<file path="src/radio_status_pkg.sv">
// Constants, field layouts and reset values of the receive status register bank.
// Assumes a 32-bit AXI4-Lite register bus with 12-bit byte addresses.
// Function
// - The CRC check of the latest received packet reads as one bit, 0 for failure, 1 for pass.
// - The logical address index of the previous packet is held until the next reception.
// - The CRC field of the previous packet is captured for software to read after reception.
// - A read-only index tells which configured device address matched the received packet.
// - Tone extension info of a received packet reads as time, reserved and type fields.
package radio_status_pkg;
	localparam int          ADDR_W              = 12;
	localparam int          DATA_W              = 32;
	localparam int          STRB_W              = DATA_W / 8;
	localparam int          IRQ_N               = 3;

	localparam logic [11:0] OFF_CRC_RESULT      = 12'h400;
	localparam logic [11:0] OFF_MATCHED_LADDR   = 12'h408;
	localparam logic [11:0] OFF_CAPTURED_CRC    = 12'h40c;
	localparam logic [11:0] OFF_DEV_ADDR_INDEX  = 12'h410;
	localparam logic [11:0] OFF_PAYLOAD_STATUS  = 12'h414;
	localparam logic [11:0] OFF_TONE_EXT_INFO   = 12'h44c;
	localparam logic [11:0] OFF_DF_STATE        = 12'h458;
	localparam logic [11:0] OFF_PACKET_PTR      = 12'h504;
	localparam logic [11:0] OFF_IRQ_STATUS      = 12'h600;
	localparam logic [11:0] OFF_IRQ_MASK        = 12'h604;

	localparam logic        CRC_FAILED_VALUE    = 1'h0;
	localparam logic        CRC_PASSED_VALUE    = 1'h1;

	localparam int          LADDR_W             = 3;
	localparam int          RX_CRC_W            = 24;
	localparam int          DAI_W               = 3;
	localparam int          PDU_EXCEEDS_BIT     = 0;
	localparam int          PDU_CI_LSB          = 1;
	localparam int          PDU_CI_W            = 2;
	localparam int          TONE_TIME_LSB       = 0;
	localparam int          TONE_TIME_W         = 5;
	localparam int          TONE_RSVD_BIT       = 5;
	localparam int          TONE_TYPE_LSB       = 6;
	localparam int          TONE_TYPE_W         = 2;
	localparam int          TONE_INFO_W         = 8;
	localparam int          SWITCH_STATE_LSB    = 0;
	localparam int          SWITCH_STATE_W      = 3;
	localparam int          SAMPLER_STATE_BIT   = 4;

	localparam int          IRQ_RX_END_BIT      = 0;
	localparam int          IRQ_CRC_ERR_BIT     = 1;
	localparam int          IRQ_TONE_BIT        = 2;

	localparam logic [31:0] RESET_WORD          = 32'h00000000;
	localparam logic [1:0]  RESP_OKAY           = 2'h0;
	localparam logic [1:0]  RESP_SLVERR         = 2'h2;
endpackage

</file>
<file path="src/reg_access_if.sv">
// Register access strobes between the bus slave port and the register bank.
// Assumes one clock domain; strobes are single-cycle.
`timescale 1ns/10ps
interface reg_access_if
	import radio_status_pkg::*;
	();
	logic              wr_en;
	logic [ADDR_W-1:0] wr_addr;
	logic [DATA_W-1:0] wr_data;
	logic [STRB_W-1:0] wr_strb;
	logic              wr_ok;
	logic              rd_en;
	logic [ADDR_W-1:0] rd_addr;
	logic [DATA_W-1:0] rd_data;
	logic              rd_ok;

	modport port (
		output wr_en, wr_addr, wr_data, wr_strb, rd_en, rd_addr,
		input  wr_ok, rd_data, rd_ok
	);
	modport bank (
		input  wr_en, wr_addr, wr_data, wr_strb, rd_en, rd_addr,
		output wr_ok, rd_data, rd_ok
	);
endinterface

</file>
<file path="src/axil_slave_port.sv">
// AXI4-Lite slave front end turning bus transfers into register strobes.
// Assumes the bank answers read data and decode status combinationally.
`timescale 1ns/10ps
module axil_slave_port
	import radio_status_pkg::*;
(
	input  wire logic              clk_sys_i,
	input  wire logic              reset_n_i,
	input  wire logic              ce_i,
	input  wire logic [ADDR_W-1:0] awaddr_i,
	input  wire logic              awvalid_i,
	output logic                   awready_o,
	input  wire logic [DATA_W-1:0] wdata_i,
	input  wire logic [STRB_W-1:0] wstrb_i,
	input  wire logic              wvalid_i,
	output logic                   wready_o,
	output logic [1:0]             bresp_o,
	output logic                   bvalid_o,
	input  wire logic              bready_i,
	input  wire logic [ADDR_W-1:0] araddr_i,
	input  wire logic              arvalid_i,
	output logic                   arready_o,
	output logic [DATA_W-1:0]      rdata_o,
	output logic [1:0]             rresp_o,
	output logic                   rvalid_o,
	input  wire logic              rready_i,
	reg_access_if.port             ra
);
	logic              aw_full_q;
	logic              w_full_q;
	logic [ADDR_W-1:0] aw_addr_q;
	logic [DATA_W-1:0] w_data_q;
	logic [STRB_W-1:0] w_strb_q;
	wire               aw_take = ce_i & awvalid_i & ~aw_full_q;
	wire               w_take  = ce_i & wvalid_i & ~w_full_q;
	wire               ar_take = ce_i & arvalid_i & ~rvalid_o;
	wire               wr_fire = ce_i & aw_full_q & w_full_q & ~bvalid_o;

	assign ra.wr_en   = wr_fire;
	assign ra.wr_addr = aw_addr_q;
	assign ra.wr_data = w_data_q;
	assign ra.wr_strb = w_strb_q;
	assign ra.rd_en   = ar_take;
	assign ra.rd_addr = araddr_i;

	always_ff @(posedge clk_sys_i) begin
		if (!reset_n_i) begin
			aw_full_q <= 1'b0;
			w_full_q  <= 1'b0;
			awready_o <= 1'b1;
			wready_o  <= 1'b1;
			arready_o <= 1'b1;
			aw_addr_q <= '0;
			w_data_q  <= '0;
			w_strb_q  <= '0;
			bvalid_o  <= 1'b0;
			bresp_o   <= RESP_OKAY;
			rvalid_o  <= 1'b0;
			rdata_o   <= '0;
			rresp_o   <= RESP_OKAY;
		end else if (ce_i) begin
			if (aw_take) begin
				aw_full_q <= 1'b1;
				awready_o <= 1'b0;
				aw_addr_q <= awaddr_i;
			end
			if (w_take) begin
				w_full_q <= 1'b1;
				wready_o <= 1'b0;
				w_data_q <= wdata_i;
				w_strb_q <= wstrb_i;
			end
			if (wr_fire) begin
				aw_full_q <= 1'b0;
				w_full_q  <= 1'b0;
				awready_o <= 1'b1;
				wready_o  <= 1'b1;
				bvalid_o  <= 1'b1;
				bresp_o   <= ra.wr_ok ? RESP_OKAY : RESP_SLVERR;
			end else if (bready_i) begin
				bvalid_o <= 1'b0;
			end
			if (ar_take) begin
				rvalid_o  <= 1'b1;
				arready_o <= 1'b0;
				rdata_o   <= ra.rd_data;
				rresp_o   <= ra.rd_ok ? RESP_OKAY : RESP_SLVERR;
			end else if (rready_i) begin
				rvalid_o  <= 1'b0;
				arready_o <= 1'b1;
			end
		end
	end
endmodule

</file>
<file path="src/irq_status_unit.sv">
// Sticky event flags, write-one-to-clear, with a mask onto one level interrupt.
// Assumes events are one-cycle pulses in the system clock domain.
`timescale 1ns/10ps
module irq_status_unit #(
	parameter int N = 3
) (
	input  wire logic         clk_sys_i,
	input  wire logic         reset_n_i,
	input  wire logic         ce_i,
	input  wire logic [N-1:0] event_i,
	input  wire logic [N-1:0] clear_i,
	input  wire logic         mask_we_i,
	input  wire logic [N-1:0] mask_d_i,
	output logic [N-1:0]      status_o,
	output logic [N-1:0]      mask_o,
	output logic              irq_o
);
	// Set wins over a clear in the same cycle
	wire [N-1:0] status_d = (status_o & ~clear_i) | event_i;

	always_ff @(posedge clk_sys_i) begin
		if (!reset_n_i) begin
			status_o <= '0;
			mask_o   <= '0;
			irq_o    <= 1'b0;
		end else if (ce_i) begin
			status_o <= status_d;
			if (mask_we_i) begin
				mask_o <= mask_d_i;
			end
			irq_o <= |(status_d & (mask_we_i ? mask_d_i : mask_o));
		end
	end
endmodule

</file>
<file path="src/radio_rx_status_regs.sv">
// Receive result registers, packet pointer and event interrupt of the radio.
// Assumes receive results are valid in the cycle rx_end_i pulses, and DF states are live levels.
`timescale 1ns/10ps
module radio_rx_status_regs
	import radio_status_pkg::*;
#(
	parameter int PTR_W = 32
) (
	input  wire logic                      clk_sys_i,
	input  wire logic                      reset_n_i,
	input  wire logic                      ce_i,
	// AXI4-Lite slave
	input  wire logic [ADDR_W-1:0]         s_axi_awaddr,
	input  wire logic [2:0]                s_axi_awprot,
	input  wire logic                      s_axi_awvalid,
	output logic                           s_axi_awready,
	input  wire logic [DATA_W-1:0]         s_axi_wdata,
	input  wire logic [STRB_W-1:0]         s_axi_wstrb,
	input  wire logic                      s_axi_wvalid,
	output logic                           s_axi_wready,
	output logic [1:0]                     s_axi_bresp,
	output logic                           s_axi_bvalid,
	input  wire logic                      s_axi_bready,
	input  wire logic [ADDR_W-1:0]         s_axi_araddr,
	input  wire logic [2:0]                s_axi_arprot,
	input  wire logic                      s_axi_arvalid,
	output logic                           s_axi_arready,
	output logic [DATA_W-1:0]              s_axi_rdata,
	output logic [1:0]                     s_axi_rresp,
	output logic                           s_axi_rvalid,
	input  wire logic                      s_axi_rready,
	// Receive datapath results
	input  wire logic                      rx_end_i,
	input  wire logic                      rx_crc_ok_i,
	input  wire logic [LADDR_W-1:0]        rx_logical_addr_i,
	input  wire logic [RX_CRC_W-1:0]       rx_crc_field_i,
	input  wire logic [DAI_W-1:0]          rx_dev_addr_index_i,
	input  wire logic                      rx_pdu_exceeds_i,
	input  wire logic [PDU_CI_W-1:0]       rx_pdu_ci_i,
	input  wire logic                      tone_present_i,
	input  wire logic [TONE_INFO_W-1:0]    tone_info_i,
	input  wire logic [SWITCH_STATE_W-1:0] antenna_switch_fsm_state_i,
	input  wire logic                      sampler_fsm_state_i,
	// Packet buffer start strobes
	input  wire logic                      tx_start_i,
	input  wire logic                      rx_start_i,
	output logic [PTR_W-1:0]               packet_addr_o,
	output logic                           packet_is_tx_o,
	output logic                           irq_o
);
	reg_access_if ra ();

	logic                      s_awready;
	logic                      s_wready;
	logic                      s_arready;
	logic [1:0]                s_bresp;
	logic                      s_bvalid;
	logic [DATA_W-1:0]         s_rdata;
	logic [1:0]                s_rresp;
	logic                      s_rvalid;

	logic                      crc_result_q;
	logic [LADDR_W-1:0]        matched_laddr_q;
	logic [RX_CRC_W-1:0]       captured_crc_q;
	logic [DAI_W-1:0]          dev_addr_index_q;
	logic                      pdu_exceeds_q;
	logic [PDU_CI_W-1:0]       pdu_ci_q;
	logic [TONE_INFO_W-1:0]    tone_info_q;
	logic [SWITCH_STATE_W-1:0] switch_state_q;
	logic                      sampler_state_q;
	logic [PTR_W-1:0]          packet_ptr_q;
	logic [PTR_W-1:0]          packet_ptr_d;
	logic [IRQ_N-1:0]          irq_status;
	logic [IRQ_N-1:0]          irq_mask;
	logic [IRQ_N-1:0]          irq_events;
	logic [DATA_W-1:0]         rd_mux;

	axil_slave_port u_port (
		.clk_sys_i (clk_sys_i),
		.reset_n_i (reset_n_i),
		.ce_i      (ce_i),
		.awaddr_i  (s_axi_awaddr),
		.awvalid_i (s_axi_awvalid),
		.awready_o (s_awready),
		.wdata_i   (s_axi_wdata),
		.wstrb_i   (s_axi_wstrb),
		.wvalid_i  (s_axi_wvalid),
		.wready_o  (s_wready),
		.bresp_o   (s_bresp),
		.bvalid_o  (s_bvalid),
		.bready_i  (s_axi_bready),
		.araddr_i  (s_axi_araddr),
		.arvalid_i (s_axi_arvalid),
		.arready_o (s_arready),
		.rdata_o   (s_rdata),
		.rresp_o   (s_rresp),
		.rvalid_o  (s_rvalid),
		.rready_i  (s_axi_rready),
		.ra        (ra.port)
	);

	// AXI outputs are flip-flops inside the port
	assign s_axi_awready = s_awready;
	assign s_axi_wready  = s_wready;
	assign s_axi_arready = s_arready;
	assign s_axi_bresp   = s_bresp;
	assign s_axi_bvalid  = s_bvalid;
	assign s_axi_rdata   = s_rdata;
	assign s_axi_rresp   = s_rresp;
	assign s_axi_rvalid  = s_rvalid;

	// Word-aligned address decode
	wire [ADDR_W-1:0] wa          = {ra.wr_addr[ADDR_W-1:2], 2'b00};
	wire [ADDR_W-1:0] rda         = {ra.rd_addr[ADDR_W-1:2], 2'b00};
	wire              wr_ptr_sel  = (wa == OFF_PACKET_PTR);
	wire              wr_stat_sel = (wa == OFF_IRQ_STATUS);
	wire              wr_mask_sel = (wa == OFF_IRQ_MASK);
	wire              wr_ro_sel   = (wa == OFF_CRC_RESULT) || (wa == OFF_MATCHED_LADDR)
	                             || (wa == OFF_CAPTURED_CRC) || (wa == OFF_DEV_ADDR_INDEX)
	                             || (wa == OFF_PAYLOAD_STATUS) || (wa == OFF_TONE_EXT_INFO)
	                             || (wa == OFF_DF_STATE);
	wire              ptr_we      = ra.wr_en & wr_ptr_sel;
	wire              stat_we     = ra.wr_en & wr_stat_sel & ra.wr_strb[0];
	wire              mask_we     = ra.wr_en & wr_mask_sel & ra.wr_strb[0];

	assign ra.wr_ok = wr_ptr_sel | wr_stat_sel | wr_mask_sel | wr_ro_sel;

	// Byte-lane merge of the pointer write
	genvar gi;
	generate
		for (gi = 0; gi < PTR_W / 8; gi++) begin : g_ptr_lane
			assign packet_ptr_d[gi*8 +: 8] = ra.wr_strb[gi] ? ra.wr_data[gi*8 +: 8]
			                                                : packet_ptr_q[gi*8 +: 8];
		end
	endgenerate

	// Read data selection
	always_comb begin
		rd_mux   = RESET_WORD;
		ra.rd_ok = 1'b1;
		unique case (rda)
			OFF_CRC_RESULT: begin
				rd_mux[0] = crc_result_q;
			end
			OFF_MATCHED_LADDR: begin
				rd_mux[LADDR_W-1:0] = matched_laddr_q;
			end
			OFF_CAPTURED_CRC: begin
				rd_mux[RX_CRC_W-1:0] = captured_crc_q;
			end
			OFF_DEV_ADDR_INDEX: begin
				rd_mux[DAI_W-1:0] = dev_addr_index_q;
			end
			OFF_PAYLOAD_STATUS: begin
				rd_mux[PDU_EXCEEDS_BIT]                 = pdu_exceeds_q;
				rd_mux[PDU_CI_LSB +: PDU_CI_W]          = pdu_ci_q;
			end
			OFF_TONE_EXT_INFO: begin
				rd_mux[TONE_TIME_LSB +: TONE_TIME_W] = tone_info_q[TONE_TIME_LSB +: TONE_TIME_W];
				rd_mux[TONE_RSVD_BIT]                = tone_info_q[TONE_RSVD_BIT];
				rd_mux[TONE_TYPE_LSB +: TONE_TYPE_W] = tone_info_q[TONE_TYPE_LSB +: TONE_TYPE_W];
			end
			OFF_DF_STATE: begin
				rd_mux[SWITCH_STATE_LSB +: SWITCH_STATE_W] = switch_state_q;
				rd_mux[SAMPLER_STATE_BIT]                  = sampler_state_q;
			end
			OFF_PACKET_PTR: begin
				rd_mux[PTR_W-1:0] = packet_ptr_q;
			end
			OFF_IRQ_STATUS: begin
				rd_mux[IRQ_N-1:0] = irq_status;
			end
			OFF_IRQ_MASK: begin
				rd_mux[IRQ_N-1:0] = irq_mask;
			end
			default: begin
				ra.rd_ok = 1'b0;
			end
		endcase
	end

	assign ra.rd_data = rd_mux;

	// Receive result capture at end of packet
	always_ff @(posedge clk_sys_i) begin
		if (!reset_n_i) begin
			crc_result_q     <= CRC_FAILED_VALUE;
			matched_laddr_q  <= '0;
			captured_crc_q   <= '0;
			dev_addr_index_q <= '0;
			pdu_exceeds_q    <= 1'b0;
			pdu_ci_q         <= '0;
			tone_info_q      <= '0;
		end else if (ce_i && rx_end_i) begin
			crc_result_q     <= rx_crc_ok_i ? CRC_PASSED_VALUE : CRC_FAILED_VALUE;
			matched_laddr_q  <= rx_logical_addr_i;
			captured_crc_q   <= rx_crc_field_i;
			dev_addr_index_q <= rx_dev_addr_index_i;
			pdu_exceeds_q    <= rx_pdu_exceeds_i;
			pdu_ci_q         <= rx_pdu_ci_i;
			if (tone_present_i) begin
				tone_info_q <= tone_info_i;
			end
		end
	end

	// Live direction finding machine states
	always_ff @(posedge clk_sys_i) begin
		if (!reset_n_i) begin
			switch_state_q  <= '0;
			sampler_state_q <= 1'b0;
		end else if (ce_i) begin
			switch_state_q  <= antenna_switch_fsm_state_i;
			sampler_state_q <= sampler_fsm_state_i;
		end
	end

	// Packet pointer register and its hand-off to the buffer mover
	always_ff @(posedge clk_sys_i) begin
		if (!reset_n_i) begin
			packet_ptr_q   <= '0;
			packet_addr_o  <= '0;
			packet_is_tx_o <= 1'b0;
		end else if (ce_i) begin
			if (ptr_we) begin
				packet_ptr_q <= packet_ptr_d;
			end
			if (tx_start_i) begin
				packet_addr_o  <= packet_ptr_q;
				packet_is_tx_o <= 1'b1;
			end else if (rx_start_i) begin
				packet_addr_o  <= packet_ptr_q;
				packet_is_tx_o <= 1'b0;
			end
		end
	end

	assign irq_events[IRQ_RX_END_BIT]  = rx_end_i;
	assign irq_events[IRQ_CRC_ERR_BIT] = rx_end_i & ~rx_crc_ok_i;
	assign irq_events[IRQ_TONE_BIT]    = rx_end_i & tone_present_i;

	irq_status_unit #(
		.N (IRQ_N)
	) u_irq (
		.clk_sys_i (clk_sys_i),
		.reset_n_i (reset_n_i),
		.ce_i      (ce_i),
		.event_i   (irq_events),
		.clear_i   (stat_we ? ra.wr_data[IRQ_N-1:0] : {IRQ_N{1'b0}}),
		.mask_we_i (mask_we),
		.mask_d_i  (ra.wr_data[IRQ_N-1:0]),
		.status_o  (irq_status),
		.mask_o    (irq_mask),
		.irq_o     (irq_o)
	);
endmodule

</file>
<file path="config.mk">
export PLATFORM = sky130hd
export DESIGN_NAME = radio_rx_status_regs
export DESIGN_NICKNAME = d
export VERILOG_FILES = /design/src/radio_status_pkg.sv /design/src/reg_access_if.sv /design/src/axil_slave_port.sv /design/src/irq_status_unit.sv /design/src/radio_rx_status_regs.sv
export SDC_FILE = /design/constraint.sdc
export NUM_CORES = 1
export LEC_CHECK = 0
export CAP_MARGIN = 10
export CORE_ASPECT_RATIO = 0.75
export CORE_MARGIN = 2
export CORE_UTILIZATION = 55
export DETAILED_ROUTE_END_ITERATION = 10
export DONT_BUFFER_PORTS = 1
export PLACE_DENSITY_LB_ADDON = 0.3
export SETUP_SLACK_MARGIN = 0.02
export SLEW_MARGIN = 20
export SYNTH_ARGS = -nofsm -noshare
export SYNTH_HDL_FRONTEND = slang
export SYNTH_SLANG_ARGS = --single-unit
</file>
<file path="constraint.sdc">
create_clock -name clk_sys_i -period 2 [get_ports clk_sys_i]
set_input_delay 0.5 -clock clk_sys_i [delete_from_list [all_inputs] [get_ports clk_sys_i]]
set_output_delay 0.5 -clock clk_sys_i [all_outputs]
set_load 0.005 [all_outputs]
</file>
# Word level (Yosys, flattened, before mapping)
# Index checks and enable logic that the tools add are counted.
# totals
reg_bits	209
in_bits	124
output_inout_bits	75
# op_classes
eq_ne	20
mux	31
n_bitwise	28
n_reduce_logical	28
# ops
op	n
$eq A10 B9 Y1 const B	20
$mux W32	2
$pmux W16 S2	1
$reduce_and A2 Y1	10
$mux W1	18
$pmux W2 S9	1
$and A1 B1 Y1	16
$reduce_and A3 Y1	4
$pmux W1 S10	1
$reduce_bool A2 Y1	5
$reduce_or A10 Y1	1
$pmux W3 S3	1
$mux W8	1
$and A3 B3 Y3	2
$logic_or A1 B1 Y1	6
$mux W3	2
$not A1 Y1	5
$mux W2	2
$pmux W1 S4	1
$not A3 Y3	1
$or A1 B1 Y1	3
$or A3 B3 Y3	1
$pmux W1 S3	1
$reduce_or A3 Y1	1
$logic_and A1 B1 Y1	1

# Depth between registers and ports, before layout
# Gate-level depths: netlist (run 1).
# depth
depth_word	11
depth_mapped	7
ltp_nobuf	5

# Cells and area by module
# From an unflattened synthesis (run 1), not the netlist that was laid out.
# unflattened
cells_unflattened	1010
hier_area_um2	9177.6
# modules_own_cells
module	n_inst	cells_each	area_per_inst_um2	seq_area_each_um2
radio_rx_status_regs	1	575	5123.7	2222.1
axil_slave_port	1	398	3717.3	1781.7
irq_status_unit	1	37	336.6	140.1

# Worst setup path after synthesis (run 1)
# Ideal clock, no wire load.
# synth_timing
path_kind	in2reg
startpoint	input port s_axi_araddr[9]
endpoint	register u_port.rdata_o[22]
setup_ns	0.078
arrival_ns	1.985
required_time_ns	1.922
slack_ns	-0.063
stages	7
path_buffers	3
cell_sequence	clkbuf_1 nor4bb_1 and3_1 buf_2 buf_2 a221oi_1 nor3_1
# synth_between
elab_chain_cells	2
word_cells_on_any_way	3
classes_between	2 x eq/ne; 1 x mux
# synth_rtl
item	line_no	text
start, declared	radio_rx_status_regs.sv:24	input wire logic [ADDR_W-1:0] s_axi_araddr,
$eq A10 B9 Y1	radio_rx_status_regs.sv:141	unique case (rda)
$pmux W16 S2 (*)	radio_rx_status_regs.sv:141	
end signal, assigned	axil_slave_port.sv:86	rdata_o <= ra.rd_data;
end, declared	axil_slave_port.sv:23	output logic [DATA_W-1:0] rdata_o,
# Mark *: on every way between the ends. The rest lies on a longest branch, timed or not.
# A chain may end at the register's enable or synchronous reset.

# Worst setup path after layout (run 1)
# layout_timing
startpoint	register u_port.aw_addr_q[5], in the netlist u_port.ra.wr_addr[5]
endpoint	register u_irq.irq_o
# layout_between
elab_chain_cells	9
word_cells_on_any_way	13
classes_between	2 x eq/ne; 2 x mux; 8 x bitwise; 1 x reduce/logical
# layout_rtl
item	line_no	text
start, declared	axil_slave_port.sv:31	logic [ADDR_W-1:0] aw_addr_q;
start signal, assigned	axil_slave_port.sv:65	aw_addr_q <= awaddr_i;
$eq A10 B9 Y1	radio_rx_status_regs.sv:116	wire wr_stat_sel = (wa == OFF_IRQ_STATUS);
$and A1 B1 Y1 (2 in series)	radio_rx_status_regs.sv:123	wire stat_we = ra.wr_en & wr_stat_sel & ra.wr_strb[0];
$mux W3	radio_rx_status_regs.sv:249	.clear_i (stat_we ? ra.wr_data[IRQ_N-1:0] : {IRQ_N{1'b0}}),
$not A3 Y3	irq_status_unit.sv:19	wire [N-1:0] status_d = (status_o & ~clear_i) | event_i;
$and A3 B3 Y3	irq_status_unit.sv:19	
$or A3 B3 Y3	irq_status_unit.sv:19	
$and A3 B3 Y3 (*)	irq_status_unit.sv:31	irq_o <= |(status_d & (mask_we_i ? mask_d_i : mask_o));
$reduce_or A3 Y1 (*)	irq_status_unit.sv:31	
end signal, assigned	irq_status_unit.sv:31	
end, declared	irq_status_unit.sv:16	output logic irq_o
# Marked as above.

==> results.cfg, run 1 <==
[outcome]
status = complete, no violations

[grt]
grt_max_degree = 49
grt_pass1_vias = 6217
antenna_found_initial = 0
grt_pass1_wl_um = 32200
overflow = 0
grt_usage_pct = 26.2

[clock_tree]
clk_latency_ps = 490
clockBufferDepth = 3
cts_buffers = 20
cts-root-buf = clkbuf_16
htree_levels = 1
cts.sinks = 205
clkTransAtPathRegs_ps = 60
cts_tree = yes

[setup_path]
rrSetupSlack_ps = 30
cp_max_fo = 4
worst_path_largest_cell_delay_ps = 560
start_kind = flop
rr_worst_depth = 5
rr_endpoint = u_irq.irq_o$_SDFFE_PN0P_
timing.rr.start = u_port.ra.wr_addr[5]$_SDFFE_PN0P_
end_kind = flop
critical_path_class = reg2reg
crit_slowest_cell = or4b_4
cp.arrival_ps = 2390
crit_path_start = u_port.ra.wr_addr[5]$_SDFFE_PN0P_
crit_chain = or4b_4 > or4_4 > mux2i_2 > o21bai_1 > a31oi_1
required_ps = 2420

[sta]
worst_slew_pin_slew_ps = 806
fin_crit_sh_pct = 98.6
fmax_mhz = 507
finalCriticalPeriod_ps = 1970
final.setup.tns_ps = 0
relSlewSlack_pct = 46.3
skew_ps = 13.6
hold_viol = 0
final_max_slew_viol_count = 0
rsz0062_at_grt = yes
setup_ws_ps = 28.1
setup_viol = 0

[finish]
layout.nets = 1093
area_delta_synth_final_pct = 14.3
layout-drive-gt1-share_pct = 9.99
final_cells = 1181
antenna_cells = 0
layout_commonest_cell = nand2_1
final_cell_mix = 271 x nand2_1, 205 x dfxtp_1, 149 x a21oi_1

[routing]
drt-initial-drc-count = 404
firstDrtPassIters = 6
avgRoutedWirePerCell_um = 17.6
wl_um = 20700
drc = 0
postRouteAntennaNets = 0
vias = 6735
viasPerCell = 5.70

[floorplan]
rows = 38
design.core.area_mm2 = 0.0143
start_util_pct = 55.6
io_pins = 199
die-height_um = 108
die_w_um = 143
dieArea_mm2 = 0.0154

[hold_path]
hold_path_end = u_port.arready_o$_SDFFE_PN1P_
min_path_type = in2reg
min_delay_path_depth = 1
min_from = reset_n_i

[logic_synthesis]
yosysSeqAreaShare_pct = 51.6
synth_area_mm2 = 0.00795
ys_warn_count = 0
ys.flop_type = dfxtp_1
synth_edf_count = 0
ys_types = 56
async_reset_ff_share_pct = 0
syn_area_per_cell_um2 = 8.19
ys_ff_latch = 205
synth_cells = 971

[place]
dp_cells = 1145
finalWeightedCongestion = 0.942
dp_hpwl_um = 14200
portBuffers = 0
place_ws_ps = -20.7

[power_and_ir_drop]
powerDensity_mw_per_mm2 = 936
cellLeakagePower_uw = 0.00340
peakVddDrop_mv = 0.554

[job]
max-cap-violations = 0
==> power by group <==
| group | switching [uW] | internal [uW] | total (uW) |
|---|---|---|---|
| clock network | 1510 | 2190 | 3700 |
| registers | 83.3 | 4210 | 4290 |
| logic | 324 | 189 | 513 |
| total | 1920 | 6590 | 8510 |
==> registers in the layout, indices dropped and copies added, names as in the netlist, 2 cells and up <==
register,flops
pdu_ci_q,2
u_irq.mask_o,3
switch_state_q,3
u_port.ra.wr_addr,10
dev_addr_index_q,3
packet_addr_o,32
tone_info_q,8
matched_laddr_q,3
packet_ptr_q,32
captured_crc_q,24
u_port.ra.wr_strb,4
u_port.ra.wr_data,32
u_port.rdata_o,32
u_irq.status_o,3
==> timing repair <==
item	CTS	global route
hold buffers	0	0
pin swaps	0	6
resized for setup	2	10
hold endpoints to repair	0	0
endpoints found under the setup margin	23	33
setup buffers	0	2
==> synthesized netlist by cell type, drive strengths merged, types with 2 or more instances <==
library cell	n	area, um2
nand2	275	1040
dfxtp	205	4100
a21oi	149	746
nor2	77	289
clkbuf	57	214
mux2i	38	380
nand3	20	100
a221oi	19	166
nor3	19	95.1
buf	11	60.1
o21ai	10	50.1
nor2b	9	56.3
a22oi	7	52.6
inv	7	26.3
nand4	7	43.8
mux2	6	67.6
a222oi	4	40.0
a2bb2oi	4	35.0
and3	4	25.0
nor4	4	40.0
nand2b	3	18.8
nor4bb	3	30.0
a21o	2	15.0
a31oi	2	12.5
and3b	2	17.5
nor3b	2	15.0
nor4b	2	17.5
or2	2	12.5
or4	2	18.8
or4b	2	23.8
==> critical path, delay by kind of cell, from the launching register on <==
kind               cells  cell delay (ps)
DFF                    1              310
muxes                  1              180
and+or+nand+nor        2             1110
AOI/OAI and AO/OA      2              310
==> routing by layer <==
layer	global-route usage (%)	wire length (um)
met5	0	0
met4	6.08	333
met3	7.79	1960
met2	40.3	9130
met1	36.6	9310
==> through the flow <==
| step | power, uW | hold slack, ps | cell area [um2] | utilization (%) |
|---|---|---|---|---|
| after floorplan | 4730 | 432 | 7990 | - |
| after global placement | 4870 | 441 | 8360 | 58.4 |
| after detailed placement | 4880 | 446 | 8360 | 58.4 |
| after CTS | 8560 | 74.7 | 9010 | 63.0 |
| after global routing | 8820 | 96.9 | 9090 | 63.5 |
| final | 8510 | 99.2 | 9090 | 63.5 |
==> worst max path at each step <==
stage                                    end  slack, ps
2_1_floorplan       u_irq.irq_o$_SDFFE_PN0P_        -20
3_3_place_gp   packet_ptr_q[14]$_SDFFE_PN0P_         20
3_5_place_dp    packet_ptr_q[9]$_SDFFE_PN0P_        -20
4_1_cts        packet_ptr_q[31]$_SDFFE_PN0P_        -20
5_1_grt             u_irq.irq_o$_SDFFE_PN0P_        -40
6_report            u_irq.irq_o$_SDFFE_PN0P_         30
==> final cells by class <==
cell class | count | area (um2)
fillers | 1238 | 5220
inverters | 7 | 31.3
well taps | 200 | 250
multi-input cells | 692 | 3670
clock inverters | 3 | 40.0
clock buffers | 31 | 603
flip-flops and latches | 205 | 4100
repair buffers | 43 | 389
==> logic make-up (layout without fill, tap and decap cells) <==
kind of cell,after synthesis,in the layout,synth area share [%]
buffers and inverters,75,84,3.78
and+or+nand+nor,438,438,23.7
other,1,2,0.0472
AOI/OAI and AO/OA,208,208,15.2
muxes,44,44,5.63
DFF,205,205,51.6
Power figures use the tool's default switching activity.
==> run 2, diff against run 1 <==
--- a/config.mk
+++ b/config.mk
@@ -11,7 +11,7 @@
 export CORE_UTILIZATION = 55
 export DETAILED_ROUTE_END_ITERATION = 10
 export DONT_BUFFER_PORTS = 1
-export PLACE_DENSITY_LB_ADDON = 0.3
+export PLACE_DENSITY = 0.84
 export SETUP_SLACK_MARGIN = 0.02
 export SLEW_MARGIN = 20
 export SYNTH_ARGS = -nofsm -noshare
==> results.cfg, run 2 (synthesis gave the netlist of run 1 again) <==
[outcome]
status = complete, no violations

[power_and_ir_drop]
seqPwrFrac_pct = 48.3
powerDensity_mw_per_mm2 = 979
switching_share_pct = 21.9
cellLeakagePower_uw = 0.00345
switching_power_uw = 1950
clkPwrFrac_pct = 46.0
p_int_uw = 6940
combPwrFrac_pct = 5.7
peakVddDrop_mv = 0.649

[setup_path]
rr_worst_depth = 5
cp_max_fo = 4
end_kind = flop
timing.rr.start = u_port.ra.wr_addr[3]$_SDFFE_PN0P_
cp.arrival_ps = 2370
rr_endpoint = u_irq.irq_o$_SDFFE_PN0P_
critical_path_class = reg2reg
required_ps = 2410
start_kind = flop
rrSetupSlack_ps = 40

[sta]
final.setup.tns_ps = 0
hold_viol = 0
fin_crit_sh_pct = 97.9
rsz0062_at_grt = yes
relSlewSlack_pct = 44.5
skew_ps = 6.61
setup_viol = 0
worst_slew_pin_slew_ps = 832
fmax_mhz = 511
final_max_slew_viol_count = 0
finalCriticalPeriod_ps = 1960

[clock_tree]
clkTransAtPathRegs_ps = 70
clockBufferDepth = 3
postCtsHoldBufs = 0
cts.sinks = 205
cts_setup_buffers = 0
clk_latency_ps = 480
htree_levels = 1
cts_tree = yes
cts-root-buf = clkbuf_16
cts_buffers = 20

[routing]
avgRoutedWirePerCell_um = 18.0
firstDrtPassIters = 7
wl_um = 21100
viasPerCell = 5.80
drc = 0
drt-initial-drc-count = 426
vias = 6811
postRouteAntennaNets = 0

[hold_path]
hold_path_end = u_port.arready_o$_SDFFE_PN1P_
min_path_type = in2reg
min_from = reset_n_i
min_delay_path_depth = 1

[grt]
overflow = 0
grt_pass1_wl_um = 33000
grt_max_degree = 54
antenna_found_initial = 1
grt_pass1_vias = 6414
grt_usage_pct = 26.8

[finish]
layout.nets = 1088
fin_area_mm2 = 0.00907
area_delta_synth_final_pct = 14.1
layout-drive-gt1-share_pct = 9.75
final_cell_mix = 271 x nand2_1, 203 x dfxtp_1, 149 x a21oi_1
n_fill_cell = 1207
layout_commonest_cell = nand2_1

[place]
portBuffers = 0
dpl_cell_area_mm2 = 0.00833
dp_hpwl_um = 14200
finalWeightedCongestion = 0.919

[floorplan]
design.core.area_mm2 = 0.0143
start_util_pct = 55.6
io_pins = 199
dieArea_mm2 = 0.0154
die_w_um = 143
rows = 38
die-height_um = 108

[job]
max-cap-violations = 0
run 2: cell count changes in the layout (fill, tap and decap cells not counted), sizes merged:
cell,previous run,this run
bufinv,1,5
buf,43,38
clkbuf,31,24
clkinvlp,0,1
diode,0,1
run 2: through the flow:
stage          total power (uW)  hold WS (ps)  setup WS, ps  cells  util [%]
6_report                   8880          99.1          42.5   1175      63.4
3_3_place_gp               4860           441          28.4   1142      58.2
4_1_cts                    8920          84.3          20.2   1174      63.3
5_1_grt                    9160          96.7         -29.9   1175      63.4
3_5_place_dp               4880           446          17.7   1142      58.2
2_1_floorplan              4730           432         -18.6    972         -
run 2: area by class of cell:
cell class / instances / area, um2 / area share, %
diodes: 1 / 2.50 / 0.0276
clock buffers: 24 / 537 / 5.91
clock inverters: 8 / 168 / 1.85
inverters: 7 / 31.3 / 0.345
multi-input cells: 692 / 3640 / 40.1
flip-flops and latches: 205 / 4110 / 45.3
well taps: 200 / 250 / 2.76
repair buffers: 38 / 339 / 3.74
run 2: worst max-delay path, stage by stage (launching register included):
cell	delay (ps)
dfxtp_2	320
or4_4	530
or4_4	540
a221oi_2	270
nor2_1	70
a31oi_1	160
run 2: repair_timing:
action                     in CTS  in global routing
setup endpoints to repair       9                  7
resized for setup               4                  5
cloned                          0                  0
pin swaps                       0                  0
run 2: worst max-delay path by stage:
stage,startpoint,to,slack [ps],depth (start not counted)
floorplan,ce_i,u_irq.irq_o$_SDFFE_PN0P_,-20,6
global placement,u_port.ra.wr_addr[3]$_SDFFE_PN0P_,packet_ptr_q[11]$_SDFFE_PN0P_,30,6
detailed placement,u_port.ra.wr_addr[3]$_SDFFE_PN0P_,packet_ptr_q[8]$_SDFFE_PN0P_,20,6
CTS,u_port.ra.wr_addr[3]$_SDFFE_PN0P_,u_irq.irq_o$_SDFFE_PN0P_,20,5
global route,u_port.ra.wr_addr[3]$_SDFFE_PN0P_,u_irq.irq_o$_SDFFE_PN0P_,-30,5
finish,u_port.ra.wr_addr[3]$_SDFFE_PN0P_,u_irq.irq_o$_SDFFE_PN0P_,40,5
run 2: per-layer routing:
metal	track usage, %	part of all wire, %
met5	0	0
met2	42.3	44
met4	7.43	1.7
met3	8.37	11
met1	35.6	43
run 2: power groups by stage:
stage	clock, uW	sequential [uW]	combinational [uW]
after floorplan	0	4350	376
after global placement	0	4370	486
after detailed placement	0	4380	503
after CTS	4120	4290	507
after global routing	4290	4300	570
final	4080	4290	509
